### src/shared/mac_access_cfg.svh
// Offsets, field positions and reset values of the indirect MAC access block
`ifndef MAC_ACCESS_CFG_SVH
`define MAC_ACCESS_CFG_SVH

// ----------------------------------------------------------------
// Host port register offsets
// ----------------------------------------------------------------
`define OFS_RD_ADDR_LO  10'h140
`define OFS_RD_ADDR_HI  10'h141
`define OFS_RD_VAL_B0   10'h142
`define OFS_RD_VAL_B1   10'h143
`define OFS_RD_VAL_B2   10'h144
`define OFS_RD_VAL_B3   10'h145
`define OFS_WR_VAL_B0   10'h146
`define OFS_WR_VAL_B1   10'h147
`define OFS_WR_VAL_B2   10'h148
`define OFS_WR_VAL_B3   10'h149
`define OFS_WR_ADDR_LO  10'h14a
`define OFS_WR_ADDR_HI  10'h14b
`define OFS_CMD         10'h14c

// ----------------------------------------------------------------
// Command register fields
// ----------------------------------------------------------------
`define CMD_BIT_BUSY    0
`define CMD_BIT_DIR     1

// ----------------------------------------------------------------
// Reset values
// ----------------------------------------------------------------
`define RST_BYTE        8'h00
`define RST_WORD        32'h0000_0000
`define RST_ADDR        16'h0000

`endif

### src/shared/mac_access_pkg.sv
// Types shared by the indirect MAC access block
package mac_access_pkg;

  // Command sequencer states, one-hot
  typedef enum logic [1:0]
  {
    ST_IDLE = 2'b01,
    ST_REQ  = 2'b10
  } cmd_state_t;

endpackage

### src/rtl/mac_indirect_access.sv
// Indirect access bridge from the host register port to the MAC register space
`timescale 1ns/100ps
`include "mac_access_cfg.svh"

// Summary of operation
// - MAC registers reached only through staging registers
// - Read address from low and high bytes
// - Read address used for reads only
// - Read result returned in four bytes
// - Read bytes valid once busy bit clears
// - Write value taken from four bytes
// - Write finished when busy bit clears
// - Direction bit one reads, zero writes
// - Write address from separate byte pair
// - Busy plus direction starts, hardware clears

module mac_indirect_access
(
  input  wire logic        MCLK,       // Host interface clock, 50 MHz
  input  wire logic        RST_N,      // Synchronous reset, low
  input  wire logic [9:0]  CPU_ADDR,   // Host register address
  input  wire logic [7:0]  CPU_WDATA,  // Host write data
  input  wire logic        CPU_WR,     // Host write strobe, one cycle
  input  wire logic        CPU_RD,     // Host read strobe, one cycle
  output logic      [7:0]  CPU_RDATA,  // Host read data
  output logic             CPU_RVALID, // Read data valid, one cycle
  output logic      [15:0] MAC_ADDR,   // MAC register address
  output logic      [31:0] MAC_WDATA,  // MAC write value
  output logic             MAC_RD,     // MAC read request
  output logic             MAC_WR,     // MAC write request
  input  wire logic        MAC_ACK,    // MAC answer, one cycle
  input  wire logic [31:0] MAC_RDATA   // MAC read value with answer
);

  // ----------------------------------------------------------------
  // Storage
  // ----------------------------------------------------------------
  logic [7:0]  rd_addr_lo_reg;
  logic [7:0]  rd_addr_hi_reg;
  logic [7:0]  wr_addr_lo_reg;
  logic [7:0]  wr_addr_hi_reg;
  logic [31:0] wr_value_reg;
  logic [31:0] rd_value_reg;
  logic        busy_reg;
  logic        dir_reg;
  logic        launch;
  logic        finish;
  logic [7:0]  rdata_next;

  // Staging write strobes
  logic        wr_hit;
  assign wr_hit = CPU_WR && !busy_reg;

  // ----------------------------------------------------------------
  // Command launch
  // ----------------------------------------------------------------
  // busy bit written starts
  assign launch = CPU_WR && (CPU_ADDR == `OFS_CMD)
                  && CPU_WDATA[`CMD_BIT_BUSY] && !busy_reg;

  // Address staging; writes while busy are dropped to protect the access
  // read and write address bytes
  always_ff @(posedge MCLK)
  begin
    if (!RST_N)
    begin
      rd_addr_lo_reg <= `RST_BYTE;
      rd_addr_hi_reg <= `RST_BYTE;
      wr_addr_lo_reg <= `RST_BYTE;
      wr_addr_hi_reg <= `RST_BYTE;
    end
    else if (wr_hit)
    begin
      if (CPU_ADDR == `OFS_RD_ADDR_LO)
        rd_addr_lo_reg <= CPU_WDATA;
      else if (CPU_ADDR == `OFS_RD_ADDR_HI)
        rd_addr_hi_reg <= CPU_WDATA;
      else if (CPU_ADDR == `OFS_WR_ADDR_LO)
        wr_addr_lo_reg <= CPU_WDATA;
      else if (CPU_ADDR == `OFS_WR_ADDR_HI)
        wr_addr_hi_reg <= CPU_WDATA;
    end
  end

  // Write value staging, byte 0 lowest
  // four write bytes
  always_ff @(posedge MCLK)
  begin
    if (!RST_N)
      wr_value_reg <= `RST_WORD;
    else if (wr_hit)
    begin
      if (CPU_ADDR == `OFS_WR_VAL_B0)
        wr_value_reg[7:0] <= CPU_WDATA;
      else if (CPU_ADDR == `OFS_WR_VAL_B1)
        wr_value_reg[15:8] <= CPU_WDATA;
      else if (CPU_ADDR == `OFS_WR_VAL_B2)
        wr_value_reg[23:16] <= CPU_WDATA;
      else if (CPU_ADDR == `OFS_WR_VAL_B3)
        wr_value_reg[31:24] <= CPU_WDATA;
    end
  end

  // Command register: host sets busy, the answer clears it
  // hardware clears busy
  always_ff @(posedge MCLK)
  begin
    if (!RST_N)
    begin
      busy_reg <= 1'b0;
      dir_reg  <= 1'b0;
    end
    else if (launch)
    begin
      busy_reg <= 1'b1;
      dir_reg  <= CPU_WDATA[`CMD_BIT_DIR];
    end
    else if (finish)
      busy_reg <= 1'b0;
    else if (wr_hit && CPU_ADDR == `OFS_CMD)
      dir_reg <= CPU_WDATA[`CMD_BIT_DIR];
  end

  // ----------------------------------------------------------------
  // MAC side
  // ----------------------------------------------------------------
  // Address and value frozen at launch
  // address by direction
  always_ff @(posedge MCLK)
  begin
    if (!RST_N)
    begin
      MAC_ADDR  <= `RST_ADDR;
      MAC_WDATA <= `RST_WORD;
    end
    else if (launch)
    begin
      if (CPU_WDATA[`CMD_BIT_DIR])
        MAC_ADDR <= {rd_addr_hi_reg, rd_addr_lo_reg};
      else
        MAC_ADDR <= {wr_addr_hi_reg, wr_addr_lo_reg};
      MAC_WDATA <= wr_value_reg;
    end
  end

  // Sequencer drives the request strobes
  mac_cmd_engine u_engine
  (
    .clk      (MCLK),
    .rst_n    (RST_N),
    .start    (launch),
    .dir_read (CPU_WDATA[`CMD_BIT_DIR]),
    .ack      (MAC_ACK),
    .req_rd   (MAC_RD),
    .req_wr   (MAC_WR),
    .finish   (finish)
  );

  // Read result captured on the answer, same edge as busy clears
  // capture read value
  always_ff @(posedge MCLK)
  begin
    if (!RST_N)
      rd_value_reg <= `RST_WORD;
    else if (finish && MAC_RD)
      rd_value_reg <= MAC_RDATA;
  end

  // ----------------------------------------------------------------
  // Host read path
  // ----------------------------------------------------------------
  // Read mux; unmapped offsets read zero
  // only staging registers visible
  always_comb
  begin
    rdata_next = `RST_BYTE;
    if (CPU_ADDR == `OFS_RD_ADDR_LO)
      rdata_next = rd_addr_lo_reg;
    else if (CPU_ADDR == `OFS_RD_ADDR_HI)
      rdata_next = rd_addr_hi_reg;
    else if (CPU_ADDR == `OFS_RD_VAL_B0)
      rdata_next = rd_value_reg[7:0];
    else if (CPU_ADDR == `OFS_RD_VAL_B1)
      rdata_next = rd_value_reg[15:8];
    else if (CPU_ADDR == `OFS_RD_VAL_B2)
      rdata_next = rd_value_reg[23:16];
    else if (CPU_ADDR == `OFS_RD_VAL_B3)
      rdata_next = rd_value_reg[31:24];
    else if (CPU_ADDR == `OFS_WR_VAL_B0)
      rdata_next = wr_value_reg[7:0];
    else if (CPU_ADDR == `OFS_WR_VAL_B1)
      rdata_next = wr_value_reg[15:8];
    else if (CPU_ADDR == `OFS_WR_VAL_B2)
      rdata_next = wr_value_reg[23:16];
    else if (CPU_ADDR == `OFS_WR_VAL_B3)
      rdata_next = wr_value_reg[31:24];
    else if (CPU_ADDR == `OFS_WR_ADDR_LO)
      rdata_next = wr_addr_lo_reg;
    else if (CPU_ADDR == `OFS_WR_ADDR_HI)
      rdata_next = wr_addr_hi_reg;
    else if (CPU_ADDR == `OFS_CMD)
      rdata_next = {6'h00, dir_reg, busy_reg};
  end

  // Registered read answer, one cycle after the strobe
  // busy visible to polling
  always_ff @(posedge MCLK)
  begin
    if (!RST_N)
    begin
      CPU_RDATA  <= `RST_BYTE;
      CPU_RVALID <= 1'b0;
    end
    else
    begin
      CPU_RVALID <= CPU_RD;
      if (CPU_RD)
        CPU_RDATA <= rdata_next;
    end
  end

  // ----------------------------------------------------------------
  // Checks
  // ----------------------------------------------------------------
  // unmapped reads zero
  unmapped_read_a: assert property (@(posedge MCLK) disable iff (!RST_N)
    CPU_RD && (CPU_ADDR < `OFS_RD_ADDR_LO || CPU_ADDR > `OFS_CMD)
    |=> CPU_RVALID && CPU_RDATA == 8'h00)
    else $error("Unmapped read did not return zero");

  read_addr_a: assert property (@(posedge MCLK) disable iff (!RST_N)
    $rose(MAC_RD) |-> MAC_ADDR == {rd_addr_hi_reg, rd_addr_lo_reg})
    else $error("Read request carries wrong address");

  write_addr_a: assert property (@(posedge MCLK) disable iff (!RST_N)
    $rose(MAC_WR) |-> MAC_ADDR == {wr_addr_hi_reg, wr_addr_lo_reg})
    else $error("Write request carries wrong address");

  read_bytes_a: assert property (@(posedge MCLK) disable iff (!RST_N)
    CPU_RD && CPU_ADDR == `OFS_RD_VAL_B3
    |=> CPU_RDATA == $past(rd_value_reg[31:24]))
    else $error("Read byte 3 mismatch");

  read_ready_a: assert property (@(posedge MCLK) disable iff (!RST_N)
    MAC_RD && MAC_ACK |=> !busy_reg && rd_value_reg == $past(MAC_RDATA))
    else $error("Read result not ready when busy cleared");

  write_value_a: assert property (@(posedge MCLK) disable iff (!RST_N)
    $rose(MAC_WR) |-> MAC_WDATA == wr_value_reg)
    else $error("Write value not packed from staging bytes");

  write_done_a: assert property (@(posedge MCLK) disable iff (!RST_N)
    $fell(busy_reg) && !dir_reg |-> $past(MAC_WR && MAC_ACK))
    else $error("Busy cleared before write was taken");

  dir_select_a: assert property (@(posedge MCLK) disable iff (!RST_N)
    launch |=> (MAC_RD == $past(CPU_WDATA[`CMD_BIT_DIR]))
               && (MAC_WR != MAC_RD))
    else $error("Request strobe does not match direction");

  launch_busy_a: assert property (@(posedge MCLK) disable iff (!RST_N)
    launch |=> busy_reg && (MAC_RD || MAC_WR))
    else $error("Launch did not start an access");

  busy_req_a: assert property (@(posedge MCLK) disable iff (!RST_N)
    busy_reg |-> (MAC_RD || MAC_WR))
    else $error("Busy without a standing request");

  status_read_a: assert property (@(posedge MCLK) disable iff (!RST_N)
    CPU_RD && CPU_ADDR == `OFS_CMD
    |=> CPU_RDATA == {6'h00, $past(dir_reg), $past(busy_reg)})
    else $error("Command status read mismatch");

  staging_hold_a: assert property (@(posedge MCLK) disable iff (!RST_N)
    busy_reg |=> $stable(wr_value_reg) && $stable(MAC_ADDR))
    else $error("Staging changed during an access");

  busy_refuse_a: assert property (@(posedge MCLK) disable iff (!RST_N)
    busy_reg && CPU_WR |=> $stable(rd_addr_lo_reg) && $stable(rd_addr_hi_reg)
      && $stable(wr_addr_lo_reg) && $stable(wr_addr_hi_reg) && $stable(dir_reg))
    else $error("Staging write accepted while busy");

  read_only_a: assert property (@(posedge MCLK) disable iff (!RST_N)
    !(MAC_RD && MAC_ACK) |=> $stable(rd_value_reg))
    else $error("Read result changed without a MAC answer");

endmodule

### src/rtl/mac_cmd_engine.sv
// Command sequencer that drives one MAC access and waits for its answer
`timescale 1ns/100ps

module mac_cmd_engine
(
  input  wire logic clk,       // Host interface clock
  input  wire logic rst_n,     // Synchronous reset, low
  input  wire logic start,     // Launch pulse from the command register
  input  wire logic dir_read,  // 1 read, 0 write
  input  wire logic ack,       // MAC answer
  output logic      req_rd,    // Read request to the MAC
  output logic      req_wr,    // Write request to the MAC
  output logic      finish     // Access answered this cycle
);

  mac_access_pkg::cmd_state_t state_reg;
  mac_access_pkg::cmd_state_t state_next;

  // Answer is taken while a request stands
  assign finish = (state_reg == mac_access_pkg::ST_REQ) && ack;

  // Next state
  always_comb
  begin
    state_next = state_reg;
    case (state_reg)
      mac_access_pkg::ST_IDLE:
        if (start)
          state_next = mac_access_pkg::ST_REQ;
      mac_access_pkg::ST_REQ:
        if (ack)
          state_next = mac_access_pkg::ST_IDLE;
      default:
        state_next = mac_access_pkg::ST_IDLE;
    endcase
  end

  // State register
  always_ff @(posedge clk)
  begin
    if (!rst_n)
      state_reg <= mac_access_pkg::ST_IDLE;
    else
      state_reg <= state_next;
  end

  // Request strobes, held until answered
  // direction picks strobe
  always_ff @(posedge clk)
  begin
    if (!rst_n)
    begin
      req_rd <= 1'b0;
      req_wr <= 1'b0;
    end
    else if (state_reg == mac_access_pkg::ST_IDLE && start)
    begin
      req_rd <= dir_read;
      req_wr <= !dir_read;
    end
    else if (finish)
    begin
      req_rd <= 1'b0;
      req_wr <= 1'b0;
    end
  end

  req_hold_a: assert property (@(posedge clk) disable iff (!rst_n)
    (req_rd || req_wr) && !ack |=> $stable(req_rd) && $stable(req_wr))
    else $error("MAC request dropped before its answer");

endmodule

### config.mk
export PLATFORM = sky130hd
export DESIGN_NAME = mac_indirect_access
export DESIGN_NICKNAME = d
export VERILOG_FILES = /design/src/shared/mac_access_pkg.sv /design/src/rtl/mac_indirect_access.sv /design/src/rtl/mac_cmd_engine.sv
export VERILOG_INCLUDE_DIRS = /design/src /design/src/shared
export SDC_FILE = /design/constraint.sdc
export NUM_CORES = 1
export LEC_CHECK = 0
export BUFFER_PORTS_ARGS = -buffer_cell sky130_fd_sc_hd__buf_2
export CAP_MARGIN = 20
export CELL_PAD_IN_SITES_DETAIL_PLACEMENT = 0
export CELL_PAD_IN_SITES_GLOBAL_PLACEMENT = 1
export CORE_ASPECT_RATIO = 1.5
export CORE_MARGIN = 2
export CORE_UTILIZATION = 46
export CTS_CLUSTER_DIAMETER = 40
export CTS_CLUSTER_SIZE = 10
export DETAILED_ROUTE_END_ITERATION = 12
export GPL_ROUTABILITY_DRIVEN = 0
export GPL_TIMING_DRIVEN = 0
export MAX_ROUTING_LAYER = met4
export PLACE_DENSITY_LB_ADDON = 0.1
export SLEW_MARGIN = 10
export SYNTH_ARGS = -nofsm -noshare
export SYNTH_HDL_FRONTEND = slang
export SYNTH_HIERARCHICAL = 1
export SYNTH_SLANG_ARGS = --single-unit
export TNS_END_PERCENT = 20
### constraint.sdc
create_clock -name MCLK -period 5.6 [get_ports MCLK]
set_input_delay 1.68 -clock MCLK [delete_from_list [all_inputs] [get_ports MCLK]]
set_output_delay 1.68 -clock MCLK [all_outputs]
set_load 0.02 [all_outputs]
Yosys cells after proc, flatten, opt, wreduce, memory -nomap -nowiden
Cells that the tools add are included.
{"block": "word_totals", "regBits": 159, "inputBits": 55, "output_inout_bits": 59, "wordCells": 89}
{"block": "op_classes", "n_eq_ne": 18, "mux": 24, "bitwise": 6, "n_reduce_logical": 23}
{"operator": "10-bit by 9-bit equality test with 1-bit output, second input constant", "count": 13}
{"operator": "8-bit 2-to-1 mux", "count": 12}
{"operator": "16-bit 2-to-1 mux", "count": 1}
{"operator": "5-bit AND reduction", "count": 2}
{"operator": "1-bit logical AND", "count": 8}
{"operator": "2-bit AND reduction", "count": 4}
{"operator": "4-bit AND reduction", "count": 2}
{"operator": "1-bit 2-to-1 mux", "count": 7}
{"operator": "2-bit 2-to-1 mux", "count": 3}
{"operator": "1-bit inverter", "count": 6}
{"operator": "3-bit AND reduction", "count": 2}
{"operator": "2-bit nonzero test", "count": 3}
{"operator": "2-bit by 1-bit inequality test with 1-bit output, second input constant", "count": 2}
{"operator": "2-bit case mux with 2 select lines", "count": 1}
{"operator": "2-bit by 1-bit equality test with 1-bit output, second input constant", "count": 1}
{"operator": "2-bit equality test, second input constant", "count": 1}
{"operator": "1-bit zero test", "count": 2}
{"operator": "2-bit inequality test, second input constant", "count": 1}

Depth between registers and ports, before layout
Gate-level depths: netlist of run 1.
{"block": "depth", "word_depth": 14, "ltp_mapped": 9, "depth_no_buf": 6}

Modules after synthesis
Netlist of run 1, hierarchy kept.
{"mod": "mac_indirect_access", "n_inst": 1, "cells_each": 852, "area_per_inst_um2": 7254.5, "seq_area_each_um2": 3103.0}
{"mod": "mac_cmd_engine", "n_inst": 1, "cells_each": 18, "area_per_inst_um2": 171.4, "seq_area_each_um2": 80.1}

Worst setup path before layout of run 1
No wires, ideal clock.
{"block": "synth_path", "kind": "in2reg", "from": "in CPU_ADDR[1]", "to": "reg u_engine.req_rd", "setup_time_ns": 0.118, "t_arrival_ns": 3.055, "t_required_ns": 5.482, "slack_ns": 2.427, "cell_stages": 9, "n_path_buf": 3, "path_cell_list": "buf_2 > nor2_2 > buf_2 > nand3_1 > nor2_1 > buf_2 > and3b_1 > nor2b_4 > nor3_2"}
{"block": "synth_between", "elab_chain_cells": 6, "word_cells_on_any_way": 7, "classes_between": "1 x eq/ne; 1 x mux; 5 x reduce/logical"}
{"element": "start, declared", "line_no": "mac_indirect_access.sv:21", "source": "input wire logic [9:0] CPU_ADDR,"}
{"element": "10-bit by 9-bit equality test with 1-bit output (no source line) *"}
{"element": "1-bit logical AND * (3 in series)", "line_no": "mac_indirect_access.sv:58", "source": "assign launch = CPU_WR && (CPU_ADDR == `OFS_CMD)"}
{"element": "named net launch", "line_no": "mac_indirect_access.sv:46", "source": "logic launch;"}
{"element": "1-bit logical AND *", "line_no": "mac_cmd_engine.sv:56", "source": "else if (state_reg == mac_access_pkg::ST_IDLE && start)"}
{"element": "1-bit 2-to-1 mux / 2-bit nonzero test (equally long branches)"}
{"element": "end signal, assigned", "line_no": "mac_cmd_engine.sv:58", "source": "req_rd <= dir_read;"}
{"element": "end, declared", "line_no": "mac_cmd_engine.sv:11", "source": "output logic req_rd,"}
The timed path passes the listed nets; every way through them passes the cells marked *.
A chain may end at the register's enable or synchronous reset.

Worst setup path in the final report of run 1
{"block": "layout_path", "from": "in CPU_WR", "to": "reg u_engine.req_rd"}
{"block": "layout_between", "elab_chain_cells": 5, "word_cells_on_any_way": 6, "classes_between": "1 x mux; 5 x reduce/logical"}
{"element": "start, declared", "line_no": "mac_indirect_access.sv:23", "source": "input wire logic CPU_WR,"}
{"element": "1-bit logical AND * (3 in series)", "line_no": "mac_indirect_access.sv:58"}
{"element": "named net launch", "line_no": "mac_indirect_access.sv:46"}
{"element": "1-bit logical AND *", "line_no": "mac_cmd_engine.sv:56"}
{"element": "1-bit 2-to-1 mux / 2-bit nonzero test (equally long branches)"}
Marks and branches as above.

==> results_dict.tcl, run 1 <==
set metrics [dict create \
    status "finished, final reports clean" \
    first_global_vias 6478 \
    crit_type "in2reg" \
    ys_async_sr_fraction 0 \
    finalHoldViolCount 0 \
    drv_cap 0 \
    antenna-diode-count 0 \
    p_total_mw 2.50 \
    hold_buffers 0 \
    crit_path_start_kind "primary input" \
    cts_resized 0 \
    cts_setup_buffers 0 \
    drc 0 \
    tns_ns 0 \
    synth_nets 925 \
    ir_drop_mv 0.186 \
    synthCells 870 \
    nNetsFinal 1048 \
    clock_power_share 0.485 \
    avgSynthCellArea_sq_um 8.54 \
    p_per_area_nw_per_um2 284 \
    worstPathCellList "buf_2 -> nor2b_1 -> buf_4 -> nand3_1 -> nor2_1 -> buf_2 -> and3b_1 -> nor2b_4 -> nor3_2" \
    min_period_ns 3.20 \
    die_area_sq_um 17200 \
    crit_path_frequent_cell "buf_2" \
    holdCritPathClass "reg2reg" \
    grt.total_usage 0.287 \
    final_cells 1208 \
    tritoncts "built" \
    comb_power_share 0.061 \
    cp_top_family "simple AND/OR/NAND/NOR gates" \
    numCtsBuffers 17 \
    dp_cells 1177 \
    endpoint_kind "flip-flop" \
    grt_overflow 0 \
    worst_pin_slew_ns 0.819 \
    core_sq_um 15700 \
    grt_max_degree 17 \
    final_area_sq_um 8800 \
    hold_ws_ns 0.444 \
    placed_area_sq_um 8200 \
    yosys_warnings 6 \
    seq_area_frac_synth 0.429 \
    power.internal_mw 1.90 \
    synth_most_common_cell "nand2_1" \
    rsz0062_at_grt "no" \
    final_layout_size_suffix_gt1_frac 0.190 \
    max_freq_mhz 313 \
    nFillCells 1543 \
    antenna_found_initial 0 \
    synth_area_leaders "dfxtp_1 43%, nand2_1 12%, a21boi_0 6.3%, mux2i_1 5.8%, a21boi_1 4.4%" \
    ant_nets 0 \
    vias_per_cell 5.60 \
    clk_pin_slew_ns 0.07 \
    cts_sinks 159 \
    synth_top_area_frac 0.429 \
    dr_total_vias 6767 \
    area_delta_synth_final_pct 18.6 \
    cts-root-buf "clkbuf_16" \
    swShare 0.238 \
    clk-insertion-delay-late_ns 0.44 \
    ys_dominant_reg_cell "dfxtp_1" \
    dpl_worst_slack_ns 2.00 \
    first_pass_iters 6 \
    syn_area_sq_um 7430 \
    setup_slack_ns 2.40 \
    ys_seq_elements 159 \
    skew_ns 0.00762 \
    final_max_slew_viol_count 0 \
    p_seq_frac 0.454 \
    finalSetupViolations 0 \
    utilization 0.561 \
    fp.dieW_um 108 \
    portBuffers 104 \
    worstPathMaxFanout 11 \
    initial_core_util 0.473 \
    synth_cell_types 64 \
    fin_crit_sh 0.571 \
    die_h_um 160 \
    cts_buffer_depth 2 \
    synth_edf_count 0 \
    io_pins 114 \
    cpPeakStageDelay_ns 0.36 \
    arrival_ns 3.52 \
    cp_num_buf_inv 3 \
    drtIter0Drc 512 \
    grt_pass1_wl_um 36500 \
    wire_per_inst_um 19.5 \
    slew-limit-headroom 0.454 \
    cp_data_required_time_ns 5.92 \
    leakage_nw 3.65 \
    switching_power_mw 0.595 \
    row_count 56 \
    htree_levels 4 \
    dp_hpwl_um 17600 \
    ys_top_cells_by_count "240 x nand2_1, 159 x dfxtp_1, 62 x a21boi_0, 44 x a21boi_1, 43 x mux2i_1" \
    finalWirelength_um 23600 \
    slowest_stage "nor2_1" \
    synth_area_leader_cell "dfxtp_1" \
]
[cell usage in the layout, fill, tap and decap left out, types with 17 or more instances in the layout]
cell       synthesis  final
a21boi_0          62     62
a21boi_1          44     44
buf_2             22    126
clkbuf_1          39     41
clkbuf_16          0     17
dfxtp_1          159    159
mux2i_1           43     43
nand2_1          240    240
nor2_1            22     22
nor2b_1           33     33
o211a_1           17     17
o21ai_0           20     20
[layout make-up]
| cell class | instances | area (sq um) | share of cell area |
|---|---|---|---|
| well taps | 203 | 254 | 0.0288 |
| clock buffers | 20 | 447 | 0.0507 |
| repair buffers | 104 | 520 | 0.0591 |
| multi-input cells | 628 | 3850 | 0.438 |
| inverters | 12 | 45.0 | 0.00512 |
| plain buffers | 71 | 343 | 0.0389 |
| flip-flops and latches | 159 | 3180 | 0.362 |
| clock inverters | 11 | 158 | 0.0179 |
[worst paths after layout]
path	from	slack, ns	cells after the start	to
setup reg to reg	busy_reg$_SDFFE_PN0P_	3.42	8	u_engine/req_rd$_SDFFE_PN0P_
setup / recovery	CPU_WR	2.40	9	u_engine/req_rd$_SDFFE_PN0P_
hold / removal	MAC_WDATA[9]$_SDFFE_PN0P_	0.44	2	MAC_WDATA[9]$_SDFFE_PN0P_
hold reg to reg	MAC_WDATA[9]$_SDFFE_PN0P_	0.44	2	MAC_WDATA[9]$_SDFFE_PN0P_
[worst min-delay path: cells and delay by family, from the launching register on]
kind	cells	cell delay [ns]
AND/OR/NAND/NOR	1	0.05
AO/OA/AOI/OAI	1	0.05
flip-flops	1	0.31
[per-layer routing]
layer	wire length [um]	vias to the layer above	global-route usage
met4	1340	0	0.165
met5	0	-	-
li1	-	3236	-
met2	11200	292	0.464
met1	9660	3158	0.341
met3	1420	81	0.0355
[power by group through the flow]
stage / combinational, mW / clock (mW) / sequential [mW]
2_1_floorplan: 0.0860 / 0 / 1.16
3_3_place_gp: 0.150 / 0 / 1.16
3_5_place_dp: 0.149 / 0 / 1.16
4_1_cts: 0.150 / 1.22 / 1.13
5_1_grt: 0.162 / 1.27 / 1.13
6_report: 0.152 / 1.21 / 1.13
[logic make-up (layout without fill, tap and decap cells)]
family,after synthesis,count (layout),share of synthesized area
compound gates,209,209,0.208
buf+inv,83,218,0.0522
simple gates,364,364,0.226
flops,159,159,0.429
mux,55,55,0.0853
No activity file was read; power rests on OpenSTA's default activity.
==> inputs of run 2 (changes only) <==
- CORE_UTILIZATION: 46 -> 43
- clock period: 5.6 -> 3.2 ns (I/O delays scaled with it)
==> run 2 against run 1 <==
Net effect: flip-flop and latch count unchanged; via count fell by 2.3%; worst setup slack got worse by 1.7 ns; final cell count rose by 0.58%; critical path type unchanged.
==> results_dict.tcl, run 2 (synthesized netlist as in run 1, its figures left out) <==
set metrics [dict create \
    rsz0062_at_grt "no" \
    fin_crit_sh 0.786 \
    status "finished, final reports clean" \
    skew_ns 0.00659 \
    vias_per_cell 5.44 \
    fp.dieW_um 111 \
    finalWirelength_um 24100 \
    nNetsFinal 1048 \
    timing.rr.end "u_engine/req_rd$_SDFFE_PN0P_" \
    final_common_cell "nand2_1" \
    htree_levels 4 \
    max_freq_mhz 397 \
    die_area_sq_um 18400 \
    finalSetupViolations 0 \
    numCtsBuffers 17 \
    clk-insertion-delay-late_ns 0.43 \
    io_pins 114 \
    arrival_ns 2.84 \
    row_count 58 \
    r2r-start "busy_reg$_SDFFE_PN0P_" \
    cts-root-buf "clkbuf_16" \
    min_period_ns 2.52 \
    wire_per_inst_um 19.8 \
    grt.total_usage 0.271 \
    cts_buffer_depth 2 \
    cts_sinks 159 \
    grt_pass1_wl_um 36700 \
    crit_type "in2reg" \
    initial_core_util 0.441 \
    ir_drop_mv 0.342 \
    antenna_found_initial 0 \
    cts_resized 0 \
    grt_max_degree 17 \
    die_h_um 165 \
    first_global_vias 6423 \
    crit_path_start_kind "primary input" \
    leakage_nw 3.64 \
    dp_hpwl_um 18200 \
    finalHoldViolCount 0 \
    area_delta_synth_final_pct 18.3 \
    ant_nets 0 \
    tns_ns 0 \
    utilization 0.522 \
    endpoint "u_engine/req_rd$_SDFFE_PN0P_" \
    antenna-diode-count 0 \
    drtIter0Drc 536 \
    final_max_slew_viol_count 0 \
    final_layout_size_suffix_gt1_frac 0.191 \
    drc 0 \
    core_sq_um 16800 \
    first_pass_iters 5 \
    slew-limit-headroom 0.414 \
    dr_total_vias 6612 \
    holdCritPathClass "reg2reg" \
    cts_setup_buffers 0 \
    worstPathMaxFanout 11 \
    portBuffers 104 \
    mostFrequentLayoutCells "240 x nand2_1, 159 x dfxtp_1, 126 x buf_2, 62 x a21boi_0, 44 x a21boi_1" \
    endpoint_kind "flip-flop" \
    rrSetupSlack_ns 1.01 \
    drv_cap 0 \
    tritoncts "built" \
    hold_buffers 0 \
    cp_data_required_time_ns 3.52 \
    dp_cells 1184 \
    setup_slack_ns 0.684 \
    clk_pin_slew_ns 0.06 \
    grt_overflow 0 \
    crit_start "CPU_ADDR[1]" \
    p_total_mw 4.28 \
    final_cells 1215 \
    rr_worst_depth 8 \
    worst_pin_slew_ns 0.879 \
    p_per_area_nw_per_um2 487 \
    dpl_worst_slack_ns 0.266 \
]
-- run 2: cell count changes in the layout (fill, tap and decap cells not counted), sizes merged --
cell,change
inv,+1
bufinv,-1
clkbuf,-1
clkinv,+1
-- run 2: cell type report --
| cell class | count | area (sq um) |
|---|---|---|
| flip-flops and latches | 159 | 3180 |
| multi-input cells | 628 | 3850 |
| fillers | 1688 | 8050 |
| clock buffers | 19 | 443 |
| inverters | 12 | 45.0 |
| clock inverters | 12 | 135 |
| repair buffers | 104 | 520 |
| well taps | 210 | 263 |
| plain buffers | 71 | 343 |
-- run 2: per-layer routing --
layer	part of all wire	wire (um)	GRT usage
met4	0.044	1050	0.132
met1	0.43	10300	0.309
met3	0.045	1080	0.0459
met5	0	0	-
met2	0.49	11700	0.462
-- run 2: per-stage QoR --
step | hold WS, ns | area, sq um
global route | 0.456 | 8790
CTS | 0.449 | 8790
finish | 0.446 | 8790
detailed placement | 0.441 | 8210
floorplan | 0.438 | 7430
global placement | 0.437 | 8210
-- run 2: worst min path at each step --
stage | startpoint | cells after the start | end
finish | MAC_WDATA[15]$_SDFFE_PN0P_ | 2 | MAC_WDATA[15]$_SDFFE_PN0P_
global route | MAC_WDATA[3]$_SDFFE_PN0P_ | 2 | MAC_WDATA[3]$_SDFFE_PN0P_
CTS | MAC_WDATA[14]$_SDFFE_PN0P_ | 2 | MAC_WDATA[14]$_SDFFE_PN0P_
detailed placement | MAC_WDATA[9]$_SDFFE_PN0P_ | 2 | MAC_WDATA[9]$_SDFFE_PN0P_
global placement | MAC_WDATA[16]$_SDFFE_PN0P_ | 2 | MAC_WDATA[16]$_SDFFE_PN0P_
floorplan | rd_value_reg[24]$_SDFFE_PN0P_ | 2 | rd_value_reg[24]$_SDFFE_PN0P_
-- run 2: critical path, stage by stage --
cell and delay [ns]:
buf_2 0.16, nor2_2 0.19, buf_2 0.26, nand3_1 0.10, nor2_1 0.38, buf_2 0.32
and3b_1 0.26, nor2b_4 0.16, nor3_2 0.04
-- run 2: report_power, final --
group / internal (mW) / switching [mW]
sequential: 1.98 / 0.00279
combinational: 0.0961 / 0.170
clock: 1.17 / 0.855
==> inputs of run 3 (changes only) <==
- CORE_UTILIZATION: 43 -> 39
- clock period: 3.2 -> 2 ns (I/O delays scaled with it)
==> run 3 against run 2 <==
Net effect: the run now ends with setup timing left; final cell count increased by 3.4%; register-to-register slack got worse by 0.92 ns; flip-flop and latch count did not move; cell area is 1.7% higher; die area is 9.9% higher; clock-buffer cell count increased by 1; non-clock buffer count stayed put; critical path depth fell by 2; via count is essentially flat.
==> results_dict.tcl, run 3 (synthesized netlist as in run 1, its figures left out) <==
set metrics [dict create \
    grt_overflow 0 \
    mostFrequentLayoutCells "240 x nand2_1, 159 x dfxtp_1, 124 x buf_2, 62 x a21boi_0, 44 x a21boi_1" \
    rrSetupSlack_ns 0.09 \
    fp.dieW_um 117 \
    worst_pin_slew_ns 0.730 \
    nFillCells 1952 \
    arrival_ns 2.35 \
    max_freq_mhz 490 \
    antenna_found_initial 0 \
    slowest_stage "a211o_1" \
    timing.rr.end "u_engine/req_rd$_SDFFE_PN0P_" \
    min_path_cells 2 \
    die_area_sq_um 20200 \
    cp_top_family "compound AO/OA/AOI/OAI gates" \
    rr_worst_depth 8 \
    grt_max_degree 17 \
    r2r-start "busy_reg$_SDFFE_PN0P_" \
    cpPeakStageDelay_ns 0.32 \
    cts-root-buf "clkbuf_16" \
    htree_levels 4 \
    final_max_slew_viol_count 0 \
    min_period_ns 2.04 \
    cp_data_required_time_ns 2.31 \
    drv_cap 0 \
    setup_slack_ns -0.0420 \
    p_per_area_nw_per_um2 800 \
    antenna-diode-count 0 \
    cts_sinks 159 \
    first_pass_iters 6 \
    core_sq_um 18600 \
    cts_buffer_depth 2 \
    grt.total_usage 0.259 \
    first_global_vias 6388 \
    critical_path_depth 7 \
    portBuffers 104 \
    row_count 61 \
    slew-limit-headroom 0.513 \
    io_pins 114 \
    crit_start "CPU_ADDR[1]" \
    wire_per_inst_um 19.7 \
    holdCritPathClass "in2reg" \
    dr_total_vias 6618 \
    endpoint_kind "flip-flop" \
    endpoint "CPU_RDATA[3]$_SDFFE_PN0P_" \
    status "complete, but fails checks" \
    failed_checks "setup timing" \
    drtIter0Drc 455 \
    clk-insertion-delay-late_ns 0.43 \
    ir_drop_mv 0.460 \
    finalWirelength_um 24700 \
    tns_ns -0.0420 \
    area_delta_synth_final_pct 20.4 \
    finalSetupViolations 1 \
    fin_crit_sh 1.02 \
    worstPathCellList "buf_2 -> buf_4 -> buf_2 -> o221ai_1 -> o211ai_1 -> o21ai_0 -> a211o_1" \
    leakage_nw 3.69 \
    finalHoldViolCount 0 \
    ant_nets 0 \
    hold_buffers 0 \
    grt_pass1_wl_um 38000 \
    initial_core_util 0.399 \
    crit_type "in2reg" \
    skew_ns 0.00867 \
    rsz0062_at_grt "yes" \
    vias_per_cell 5.27 \
    numCtsBuffers 17 \
    crit_path_start_kind "primary input" \
    tritoncts "built" \
    final_cells 1256 \
    clk_pin_slew_ns 0.06 \
    drc 0 \
    cts_setup_buffers 0 \
    nNetsFinal 1048 \
    final_common_cell "nand2_1" \
    dp_cells 1226 \
    dp_hpwl_um 18700 \
    worstPathMaxFanout 10 \
    final_layout_size_suffix_gt1_frac 0.204 \
    cp_num_buf_inv 3 \
    min_from "CPU_WDATA[1]" \
    crit_path_frequent_cell "buf_2" \
    die_h_um 173 \
]
[run 3: worst min-delay path by stage]
stage | endpoint | slack, ns
finish | u_engine/req_wr$_SDFFE_PN0P_ | 0.42
global route | rd_value_reg[12]$_SDFFE_PN0P_ | 0.42
CTS | u_engine/req_wr$_SDFFE_PN0P_ | 0.40
detailed placement | MAC_WDATA[29]$_SDFFE_PN0P_ | 0.44
global placement | MAC_WDATA[19]$_SDFFE_PN0P_ | 0.44
floorplan | rd_value_reg[24]$_SDFFE_PN0P_ | 0.44
[run 3: report_power, final]
group          total [mW]  leakage (nW)  switching, mW  internal [mW]
clock network        3.54         0.307           1.30           2.24
registers            3.18          1.28        0.00468           3.17
logic               0.434          2.11          0.278          0.155
total                7.15          3.69           1.58           5.57
[run 3: stage by stage]
step	setup slack, ns	cell area, sq um	total power [mW]	hold slack (ns)	util
2_1_floorplan	0.00233	7430	3.50	0.438	-
3_3_place_gp	-0.496	8270	3.68	0.437	0.444
3_5_place_dp	-0.516	8270	3.68	0.441	0.444
4_1_cts	-0.0258	8910	7.21	0.397	0.478
5_1_grt	-0.0526	8940	7.36	0.421	0.480
6_report	-0.0420	8940	7.15	0.415	0.480
[run 3: final cells by class]
class	count	area [sq um]	area share
Multi-Input combinational cell	628	3890	0.435
Sequential cell	159	3180	0.356
Timing Repair Buffer	104	520	0.0582
Clock buffer	20	447	0.0500
Buffer	71	357	0.0399
Tap cell	252	315	0.0353
Clock inverter	10	185	0.0207
Inverter	12	45.0	0.00504
[run 3: metal layers]
metal | routed length (um) | GRT usage | vias up
li1 | - | - | 3233
met5 | 0 | - | -
met2 | 11900 | 0.412 | 215
met1 | 10600 | 0.317 | 3110
met3 | 991 | 0.0361 | 60
met4 | 1240 | 0.128 | 0
[run 3: timing repair]
| action | CTS | global route |
|---|---|---|
| setup endpoints to repair | 33 | 82 |
| gates resized for setup | 3 | 18 |
| cloned | 0 | 0 |
